$ cat config.mk
export PLATFORM = sky130hd
export DESIGN_NAME = mlc_regs
export DESIGN_NICKNAME = d
export VERILOG_FILES = /design/src/mlc_pkg.sv /design/src/mlc_regs.sv
export VERILOG_INCLUDE_DIRS = /design/src /design/src/src
export SDC_FILE = /design/constraint.sdc
export NUM_CORES = 1
export LEC_CHECK = 0
export BUFFER_PORTS_ARGS = -buffer_cell sky130_fd_sc_hd__buf_4
export CAP_MARGIN = 10
export CORE_MARGIN = 2
export CORE_UTILIZATION = 50
export DETAILED_ROUTE_END_ITERATION = 8
export PLACE_DENSITY = 0.67
export SLEW_MARGIN = 20
export SYNTH_ARGS = -nofsm -noshare
export SYNTH_HDL_FRONTEND = slang
export SYNTH_SLANG_ARGS = --single-unit
$ cat constraint.sdc
create_clock -name clock -period 21.6 [get_ports clock]
set_input_delay 3.24 -clock clock [delete_from_list [all_inputs] [get_ports clock]]
set_output_delay 3.24 -clock clock [all_outputs]
set_load 0.005 [all_outputs]
$ cat src/mlc_regs_params.svh
// constants of the monitor-four lookup and configuration register bank
// assumes one 200 MHz system clock; included by the register bank only
`ifndef MLC_REGS_PARAMS_SVH
`define MLC_REGS_PARAMS_SVH

// ----------------------------------------------------------------------
// register offsets and table selectors
// ----------------------------------------------------------------------
`define MLC_TABLE_MAIN     8'h02
`define MLC_TABLE_LUT      8'h06
`define MLC_OFF_FOURTH_MONITOR_INPUT_OUT   8'h85
`define MLC_OFF_IDENTITY   8'h86
`define MLC_OFF_VERSION    8'h87
`define MLC_OFF_SAMPLE     8'h88
`define MLC_OFF_CONFIG     8'h89
`define MLC_OFF_DEV_ADDR   8'h8C
`define MLC_LUT_BASE       3'h4
`define MLC_RD_ZERO        8'h00

// ----------------------------------------------------------------------
// reset values and fields
// ----------------------------------------------------------------------
`define MLC_RST_FOURTH_MONITOR_INPUT_OUT   8'h00
`define MLC_RST_SAMPLE     4'h0
`define MLC_RST_CONFIG     8'h00
`define MLC_RST_DEV_ADDR   8'h00
`define MLC_DEFAULT_SLAVE  8'hA2
`define MLC_CFG_POLARITY   7
`define MLC_CFG_LATCH      6
`define MLC_CFG_ADDRESS_SELECT       4
`define MLC_SAMPLE_LSB     0
`define MLC_SAMPLE_MAX     4'h9
`define MLC_VINDEX_LSB     11

// ----------------------------------------------------------------------
// sample timing, nanoseconds, and clock period
// ----------------------------------------------------------------------
`define MLC_CLOCK_PERIOD_NS 5
`define MLC_FIRST_NS {32'd3150, 32'd2950, 32'd2150, 32'd1750, 32'd1550, \
                      32'd1350, 32'd950, 32'd750, 32'd550, 32'd350}
`define MLC_REP_NS   {32'd6400, 32'd6000, 32'd4400, 32'd3600, 32'd3200, \
                      32'd2800, 32'd2000, 32'd1600, 32'd1200, 32'd800}

`endif

$ cat src/mlc_pkg.sv
// types of the monitor-four lookup and configuration register bank
// assumes nothing beyond a SystemVerilog compiler
package mlc_pkg;

  // ----------------------------------------------------------------------
  // register access request from the serial front end
  // ----------------------------------------------------------------------
  typedef struct packed {
    logic [7:0] table_sel;
    logic [7:0] addr;
    logic [7:0] wdata;
    logic       wr;
    logic       rd;
  } mlc_req_s;

  // ----------------------------------------------------------------------
  // alarm routing
  // ----------------------------------------------------------------------
  typedef struct packed {
    logic [7:0] state;
    logic [7:0] txf_mask;
    logic [7:0] gate_mask;
  } mlc_alarm_s;

  typedef enum logic [1:0] {
    MLC_IDLE,
    MLC_FIRST,
    MLC_REPEAT
  } mlc_sample_e;

endpackage : mlc_pkg

$ cat src/mlc_regs.sv
// register bank: monitor-four lookup, identity, sample rate, configuration
// assumes a serial front end on the same clock handing one-cycle requests
`timescale 1ns/100ps
`include "mlc_regs_params.svh"

module mlc_regs
  import mlc_pkg::*;
#(
  parameter logic [7:0] IDENTITY_VALUE = 8'h5A,  // arbitrary value
  parameter logic [7:0] VERSION_VALUE  = 8'h01,  // arbitrary value
  parameter int         SUPPLY_LOW_BIT = 0,
  parameter int         LUT_DEPTH      = 32
) (
  input  wire logic       clock,
  input  wire logic       rstn,
  input  wire mlc_req_s   req,
  output logic      [7:0] reg_rdata,
  output logic            reg_rvalid,
  input  wire logic       password_level_two,
  input  wire logic       fourth_monitor_input_output_auto_enable,
  input  wire logic       double_table_mode,
  input  wire logic       upper_table_select,
  input  wire logic       conversion_done,
  input  wire logic [15:0] fourth_monitor_input,
  input  wire logic       supply_meas_done,
  input  wire logic       supply_above_low,
  input  wire mlc_alarm_s alarms,
  input  wire logic       burst_enable_input,
  input  wire logic       tx_disable_input,
  output logic      [7:0] fourth_monitor_input_driven_output,
  output logic            apc_sample_strobe,
  output logic            shutdown_gate_output,
  output logic            tx_fault_output,
  output logic      [7:0] slave_address
);

  // ----------------------------------------------------------------------
  // helpers
  // ----------------------------------------------------------------------
  function automatic logic [3:0] clamp_code(input logic [3:0] code);
    clamp_code = (code > `MLC_SAMPLE_MAX) ? `MLC_SAMPLE_MAX : code;
  endfunction : clamp_code

  function automatic logic [10:0] ns_cycles(input logic [31:0] ns);
    ns_cycles = 11'((ns + `MLC_CLOCK_PERIOD_NS - 1) / `MLC_CLOCK_PERIOD_NS);
  endfunction : ns_cycles

  function automatic logic [10:0] first_cycles(input logic [3:0] code);
    logic [9:0][31:0] tbl;
    tbl          = `MLC_FIRST_NS;
    first_cycles = ns_cycles(tbl[clamp_code(code)]);
  endfunction : first_cycles

  function automatic logic [10:0] rep_cycles(input logic [3:0] code);
    logic [9:0][31:0] tbl;
    tbl        = `MLC_REP_NS;
    rep_cycles = ns_cycles(tbl[clamp_code(code)]);
  endfunction : rep_cycles

  // ----------------------------------------------------------------------
  // pin synchronisers
  // ----------------------------------------------------------------------
  logic [7:0] alarm_meta;
  logic [7:0] alarm_sync;
  logic       burst_meta;
  logic       burst_sync;
  logic       txd_meta;
  logic       txd_sync;
  logic       txd_prev;

  always_ff @(posedge clock) begin
    if (!rstn) begin
      alarm_meta <= 8'h00;
      alarm_sync <= 8'h00;
      burst_meta <= 1'b0;
      burst_sync <= 1'b0;
      txd_meta   <= 1'b0;
      txd_sync   <= 1'b0;
      txd_prev   <= 1'b0;
    end else begin
      alarm_meta <= alarms.state;
      alarm_sync <= alarm_meta;
      burst_meta <= burst_enable_input;
      burst_sync <= burst_meta;
      txd_meta   <= tx_disable_input;
      txd_sync   <= txd_meta;
      txd_prev   <= txd_sync;
    end
  end

  // ----------------------------------------------------------------------
  // register storage and access decode
  // ----------------------------------------------------------------------
  logic [7:0] lut [LUT_DEPTH];
  logic [3:0] sample_period_code;
  logic [7:0] config_byte;
  logic [7:0] device_address;
  logic       main_hit;
  logic       lut_hit;
  logic       wr_ok;

  assign main_hit = (req.table_sel == `MLC_TABLE_MAIN);
  assign lut_hit  = (req.table_sel == `MLC_TABLE_LUT) && (req.addr[7:5] == `MLC_LUT_BASE);
  assign wr_ok    = req.wr && password_level_two;

  always_ff @(posedge clock) begin
    if (lut_hit && wr_ok) begin
      lut[req.addr[4:0]] <= req.wdata;
    end
  end

  always_ff @(posedge clock) begin
    if (!rstn) begin
      sample_period_code <= `MLC_RST_SAMPLE;
      config_byte        <= `MLC_RST_CONFIG;
      device_address     <= `MLC_RST_DEV_ADDR;
    end else if (main_hit && wr_ok) begin
      case (req.addr)
        `MLC_OFF_SAMPLE:   sample_period_code <= req.wdata[3:0];
        `MLC_OFF_CONFIG: begin
          config_byte <= 8'h00;
          config_byte[`MLC_CFG_POLARITY] <= req.wdata[`MLC_CFG_POLARITY];
          config_byte[`MLC_CFG_LATCH]    <= req.wdata[`MLC_CFG_LATCH];
          config_byte[`MLC_CFG_ADDRESS_SELECT]     <= req.wdata[`MLC_CFG_ADDRESS_SELECT];
        end
        `MLC_OFF_DEV_ADDR: device_address <= req.wdata;
        default:           device_address <= device_address;
      endcase
    end
  end

  // ----------------------------------------------------------------------
  // lookup address and monitor-four output
  // ----------------------------------------------------------------------
  logic [4:0] vindex;
  logic [7:0] lut_addr;
  logic [7:0] lut_data;

  assign vindex   = fourth_monitor_input[`MLC_VINDEX_LSB +: 5];
  assign lut_addr = double_table_mode
                  ? {`MLC_LUT_BASE, upper_table_select, vindex[4:1]}
                  : {`MLC_LUT_BASE, vindex};
  assign lut_data = lut[lut_addr[4:0]];

  always_ff @(posedge clock) begin
    if (!rstn) begin
      fourth_monitor_input_driven_output <= `MLC_RST_FOURTH_MONITOR_INPUT_OUT;
    end else if (conversion_done) begin
      fourth_monitor_input_driven_output <= lut_data;
    end else if (main_hit && wr_ok && !fourth_monitor_input_output_auto_enable
                 && req.addr == `MLC_OFF_FOURTH_MONITOR_INPUT_OUT) begin
      fourth_monitor_input_driven_output <= req.wdata;
    end
  end

  // ----------------------------------------------------------------------
  // read path: registered, one cycle after the request
  // ----------------------------------------------------------------------
  always_ff @(posedge clock) begin
    if (!rstn) begin
      reg_rdata  <= `MLC_RD_ZERO;
      reg_rvalid <= 1'b0;
    end else begin
      reg_rvalid <= req.rd;
      reg_rdata  <= `MLC_RD_ZERO;
      if (req.rd && main_hit && req.addr == `MLC_OFF_IDENTITY) begin
        reg_rdata <= IDENTITY_VALUE;
      end else if (req.rd && password_level_two && lut_hit) begin
        reg_rdata <= lut[req.addr[4:0]];
      end else if (req.rd && password_level_two && main_hit) begin
        case (req.addr)
          `MLC_OFF_FOURTH_MONITOR_INPUT_OUT: reg_rdata <= fourth_monitor_input_driven_output;
          `MLC_OFF_VERSION:  reg_rdata <= VERSION_VALUE;
          `MLC_OFF_SAMPLE:   reg_rdata <= {4'h0, sample_period_code};
          `MLC_OFF_CONFIG:   reg_rdata <= config_byte;
          `MLC_OFF_DEV_ADDR: reg_rdata <= device_address;
          default:           reg_rdata <= `MLC_RD_ZERO;
        endcase
      end
    end
  end

  // ----------------------------------------------------------------------
  // slave address selection
  // ----------------------------------------------------------------------
  always_ff @(posedge clock) begin
    if (!rstn) begin
      slave_address <= `MLC_DEFAULT_SLAVE;
    end else if (config_byte[`MLC_CFG_ADDRESS_SELECT]) begin
      slave_address <= device_address;
    end else begin
      slave_address <= `MLC_DEFAULT_SLAVE;
    end
  end

  // ----------------------------------------------------------------------
  // apc sample timer
  // ----------------------------------------------------------------------
  mlc_sample_e sample_state;
  logic [10:0] sample_cnt;

  always_ff @(posedge clock) begin
    if (!rstn) begin
      sample_state      <= MLC_IDLE;
      sample_cnt        <= 11'h000;
      apc_sample_strobe <= 1'b0;
    end else begin
      apc_sample_strobe <= 1'b0;
      case (sample_state)
        MLC_IDLE: begin
          if (burst_sync) begin
            sample_state <= MLC_FIRST;
            sample_cnt   <= first_cycles(sample_period_code) - 11'h001;
          end
        end
        MLC_FIRST, MLC_REPEAT: begin
          if (!burst_sync) begin
            sample_state <= MLC_IDLE;
          end else if (sample_cnt == 11'h000) begin
            apc_sample_strobe <= 1'b1;
            sample_state      <= MLC_REPEAT;
            sample_cnt        <= rep_cycles(sample_period_code) - 11'h001;
          end else begin
            sample_cnt <= sample_cnt - 11'h001;
          end
        end
        default: sample_state <= MLC_IDLE;
      endcase
    end
  end

  // ----------------------------------------------------------------------
  // fault handling
  // ----------------------------------------------------------------------
  logic       supply_ok_seen;
  logic       latch_armed;
  logic       txd_edge;
  logic [7:0] fault_latched;
  logic [7:0] fault_live;
  logic       gate_fault;

  assign txd_edge    = txd_sync ^ txd_prev;
  assign latch_armed = supply_ok_seen
                     || !(alarms.txf_mask[SUPPLY_LOW_BIT] || alarms.gate_mask[SUPPLY_LOW_BIT]);
  assign fault_live  = alarm_sync & (alarms.txf_mask | alarms.gate_mask);
  assign gate_fault  = |(alarm_sync & alarms.gate_mask)
                     || |(fault_latched & alarms.gate_mask);

  always_ff @(posedge clock) begin
    if (!rstn) begin
      supply_ok_seen <= 1'b0;
    end else if (supply_meas_done && supply_above_low) begin
      supply_ok_seen <= 1'b1;
    end
  end

  // a new alarm in the clearing cycle survives the clear
  always_ff @(posedge clock) begin
    if (!rstn) begin
      fault_latched <= 8'h00;
    end else if (config_byte[`MLC_CFG_LATCH] && latch_armed) begin
      fault_latched <= (txd_edge ? 8'h00 : fault_latched) | fault_live;
    end else if (!config_byte[`MLC_CFG_LATCH] || txd_edge) begin
      fault_latched <= 8'h00;
    end
  end

  always_ff @(posedge clock) begin
    if (!rstn) begin
      tx_fault_output      <= 1'b0;
      shutdown_gate_output <= 1'b0;
    end else begin
      tx_fault_output <= |(alarm_sync & alarms.txf_mask)
                      || |(fault_latched & alarms.txf_mask);
      shutdown_gate_output <= config_byte[`MLC_CFG_POLARITY] ^ gate_fault;
    end
  end

  // ----------------------------------------------------------------------
  // assertions
  // ----------------------------------------------------------------------
  // cycles since the synchronised burst enable rose, held at its ceiling
  logic [11:0] burst_age;

  always_ff @(posedge clock) begin
    if (!rstn || !burst_sync) begin
      burst_age <= 12'h000;
    end else if (burst_age != 12'hFFF) begin
      burst_age <= burst_age + 12'h001;
    end
  end
endmodule : mlc_regs

==> impl_metrics.tcl <==
set metrics [dict create \
    overflow 0 \
    cp-end-kind "flip-flop" \
    synth_area_leaders "edfxtp_1, mux4_2, dfxtp_1" \
    antenna_found_initial 0 \
    cts_inserted_buffers 36 \
    dr.first_iter.drc_count 1808 \
    cts_root_buf "clkbuf_16" \
    clock_path_buffers 3 \
    synth-seq-cells 342 \
    syn-cell-area_mm2 0.0210 \
    io-pin-count 105 \
    p_leak_nw 7.98 \
    syn_inst 1819 \
    yosysTopAreaCellShare_pct 36.6 \
    hold_viol 0 \
    max_freq_mhz 79.3 \
    post_drt_wl_per_cell_um 23.4 \
    drive_gt1_share_pct 21.3 \
    fin_util_pct 55.8 \
    hp-class "reg2reg" \
    ys_seq_area_share_pct 44.8 \
    startpoint_type "flip-flop" \
    yosys_most_used_dff "edfxtp_1" \
    final_nets 1962 \
    hpwl_um 40100 \
    rows 75 \
    die_w_um 209 \
    cp.required_ns 22.07 \
    power_frac_seq_pct 47.5 \
    switching_share_pct 22.9 \
    setup_viol 0 \
    slew_headroom_pct 25.7 \
    setup_slack_ns 8.98 \
    drcViolationCount 0 \
    via_count 16000 \
    hold_slack_ns 0.430 \
    synthSimpleGateAreaFrac_pct 16.0 \
    synthArstFlopShare_pct 0 \
    core-area_mm2 0.0418 \
    yosys_warnings 0 \
    power_density_mw_per_mm2 64.5 \
    die_h_um 209 \
    p_clk_share_pct 42.5 \
    wl_um 56600 \
    final_area_mm2 0.0233 \
    placed_area_mm2 0.0221 \
    yosys.cell_types.count 120 \
    rsz0062_at_grt "no" \
    finalMaxSlewViolations 0 \
    period_share_pct 58.4 \
    power_switching_uw 344 \
    worstRegToRegCells 43 \
    grt_pass1_wl_um 89200 \
    insertion_delay_ns 0.54 \
    die_area_mm2 0.0437 \
    first_pass_iters 6 \
    cts.sinks 342 \
    cp.arrival_ns 13.09 \
    synth_mux_area_share_pct 18.6 \
    crit_slowest_cell "o31ai_2" \
    slowest_delay_ns 0.77 \
    post-place-ws_ns 9.13 \
    synth_compound_area_share_pct 14.7 \
    total_power_mw 1.50 \
    grt_start_max_net_pins 71 \
    min_path_cells 1 \
    synth_top_cell_by_area "edfxtp_1" \
    clkTransAtPathRegs_ns 0.06 \
    synth_edf_count 256 \
    ant_nets 0 \
    cap_viol_max_count 0 \
    place_congestion 0.957 \
    cts_resized 0 \
    cts_setup_buffers 0 \
    grtUsageTotal_pct 25.9 \
    synth_top_family_by_area "multiplexers" \
    setup-tns-final_ns 0 \
    dp.cells 2356 \
    num-fill-cells 3414 \
    crit_top_cell "ha_1" \
    start_util_pct 50.3 \
    syn_avg_cell_area_um2 11.6 \
    critical_path_class "reg2reg" \
    final_cells 2423 \
    ir_worst_vdd_mv 0.0758 \
    synth-adder-area-share_pct 1.77 \
    via_per_inst 6.59 \
    fin_worst_skew_ns 0.0228 \
    portBuffers 93 \
    syn_to_final_growth_pct 10.9 \
    grt_pass1_vias 15600 \
    htree_levels 2 \
    pwr-share-comb_pct 9.9 \
    n_antenna_cell 0 \
    tightest_slew_ns 1.11 \
    p_int_mw 1.16 \
    crit_fanout 20 \
    status "finished, final reports clean" \
    cts-hold-fix-buffers 0 \
    synthXorXnorAreaFrac_pct 1.24 \
    cts_tree "built" \
    finalCriticalPeriod_ns 12.62 \
]
## worst max-delay path: cells and delay by family, from the launching register on
kind | cells | cell delay [ns]
muxes | 1 | 0.15
and+or+nand+nor | 18 | 3.83
DFF | 1 | 0.63
buffers and inverters | 4 | 0.97
AOI/OAI and AO/OA | 12 | 4.26
adders and majority gates | 6 | 2.20
xor gates and xnor gates | 2 | 0.46
## path summary, 6_finish.rpt
path	from	to	slack, ns
worst min register to register	burst_meta$_SDFF_PN0_	burst_sync$_SDFF_PN0_	0.43
worst min-delay path	burst_meta$_SDFF_PN0_	burst_sync$_SDFF_PN0_	0.43
worst max-delay path	sample_period_code[3]$_SDFFE_PN0P_	sample_cnt[6]$_SDFFE_PN0P_	8.98
worst max register to register	sample_period_code[3]$_SDFFE_PN0P_	sample_cnt[6]$_SDFFE_PN0P_	8.98
## layer usage
metal | wire length (µm) | up-vias | track usage (%)
met5 | 0 | - | 0
met4 | 1680 | 0 | 8.13
met3 | 4720 | 107 | 3.88
li1 | - | 7271 | -
met2 | 27900 | 741 | 44.1
met1 | 22300 | 7851 | 34.3
## layout by cell type, fill, tap and decap left out, drive strengths merged, types with 8 or more instances in the layout
master,synthesis,final
and2,43,43
o21ai,79,79
clkinv,2,8
nand2,157,157
o22a,8,8
a31o,8,8
buf,36,108
and3,32,32
xnor2,21,21
inv,31,34
nor4,23,23
nor3,40,40
a211oi,34,34
nand4,21,21
o21a,18,18
or3,18,18
xor2,8,8
nor3b,8,8
mux4,144,144
o31ai,18,18
mux2,13,13
nand2b,15,15
dfxtp,86,86
or2,15,15
or4,8,8
a21o,10,10
nor2b,20,20
mux2i,51,51
a21oi,69,69
a31oi,34,34
nand3,52,52
a311oi,13,13
o211ai,28,28
nor2,170,170
edfxtp,256,256
ha,29,29
clkbuf,75,54
## registers in the layout (all words and copies together) (netlist names), 2 cells and up
signal,count
config_byte,3
slave_address,8
sample_state,2
alarm_meta,8
sample_period_code,4
alarm_sync,8
device_address,8
reg_rdata,8
lut,256
sample_cnt,11
fourth_monitor_input_driven_output,8
fault_latched,8
## power groups by stage
stage	logic (mW)	registers, mW	clock network (mW)
6_report	0.149	0.715	0.639
5_1_grt	0.161	0.715	0.674
4_1_cts	0.148	0.715	0.649
3_5_place_dp	0.147	0.729	0
3_3_place_gp	0.145	0.729	0
2_1_floorplan	0.0940	0.727	0
## cell type report
cell class | count | area, µm² | share of cell area (%)
multi-input cells | 1335 | 11100 | 47.4
flip-flops and latches | 342 | 9410 | 40.3
clock buffers | 54 | 1080 | 4.64
repair buffers | 108 | 831 | 3.56
well taps | 539 | 674 | 2.89
clock inverters | 12 | 144 | 0.617
inverters | 33 | 124 | 0.531
## cells in the mapped netlist, drive strengths merged (10+ instances only)
master and number:
nor2b 20, nor4 23, nand2b 15, or3 18
a31oi 34, a21o 10, a311oi 13, or2 15
xnor2 21, and3 32, mux2i 51, ha 29
nand4 21, nor3 40, buf 36, nand3 52
a21oi 69, mux2 13, dfxtp 86, o31ai 18
edfxtp 256, o211ai 28, o21ai 79, and2 43
o21a 18, a211oi 34, mux4 144, nand2 157
nor2 170, inv 31, clkbuf 75
## cell families (layout without fill, tap and decap cells)
logic type | count (synthesis) | after routing
simple gates | 645 | 645
compound gates | 420 | 420
flops | 342 | 342
mux | 208 | 208
buf+inv | 144 | 207
fa+ha+maj | 30 | 30
xor+xnor | 29 | 29
other cells | 1 | 3
Power figures use the tool's default switching activity.
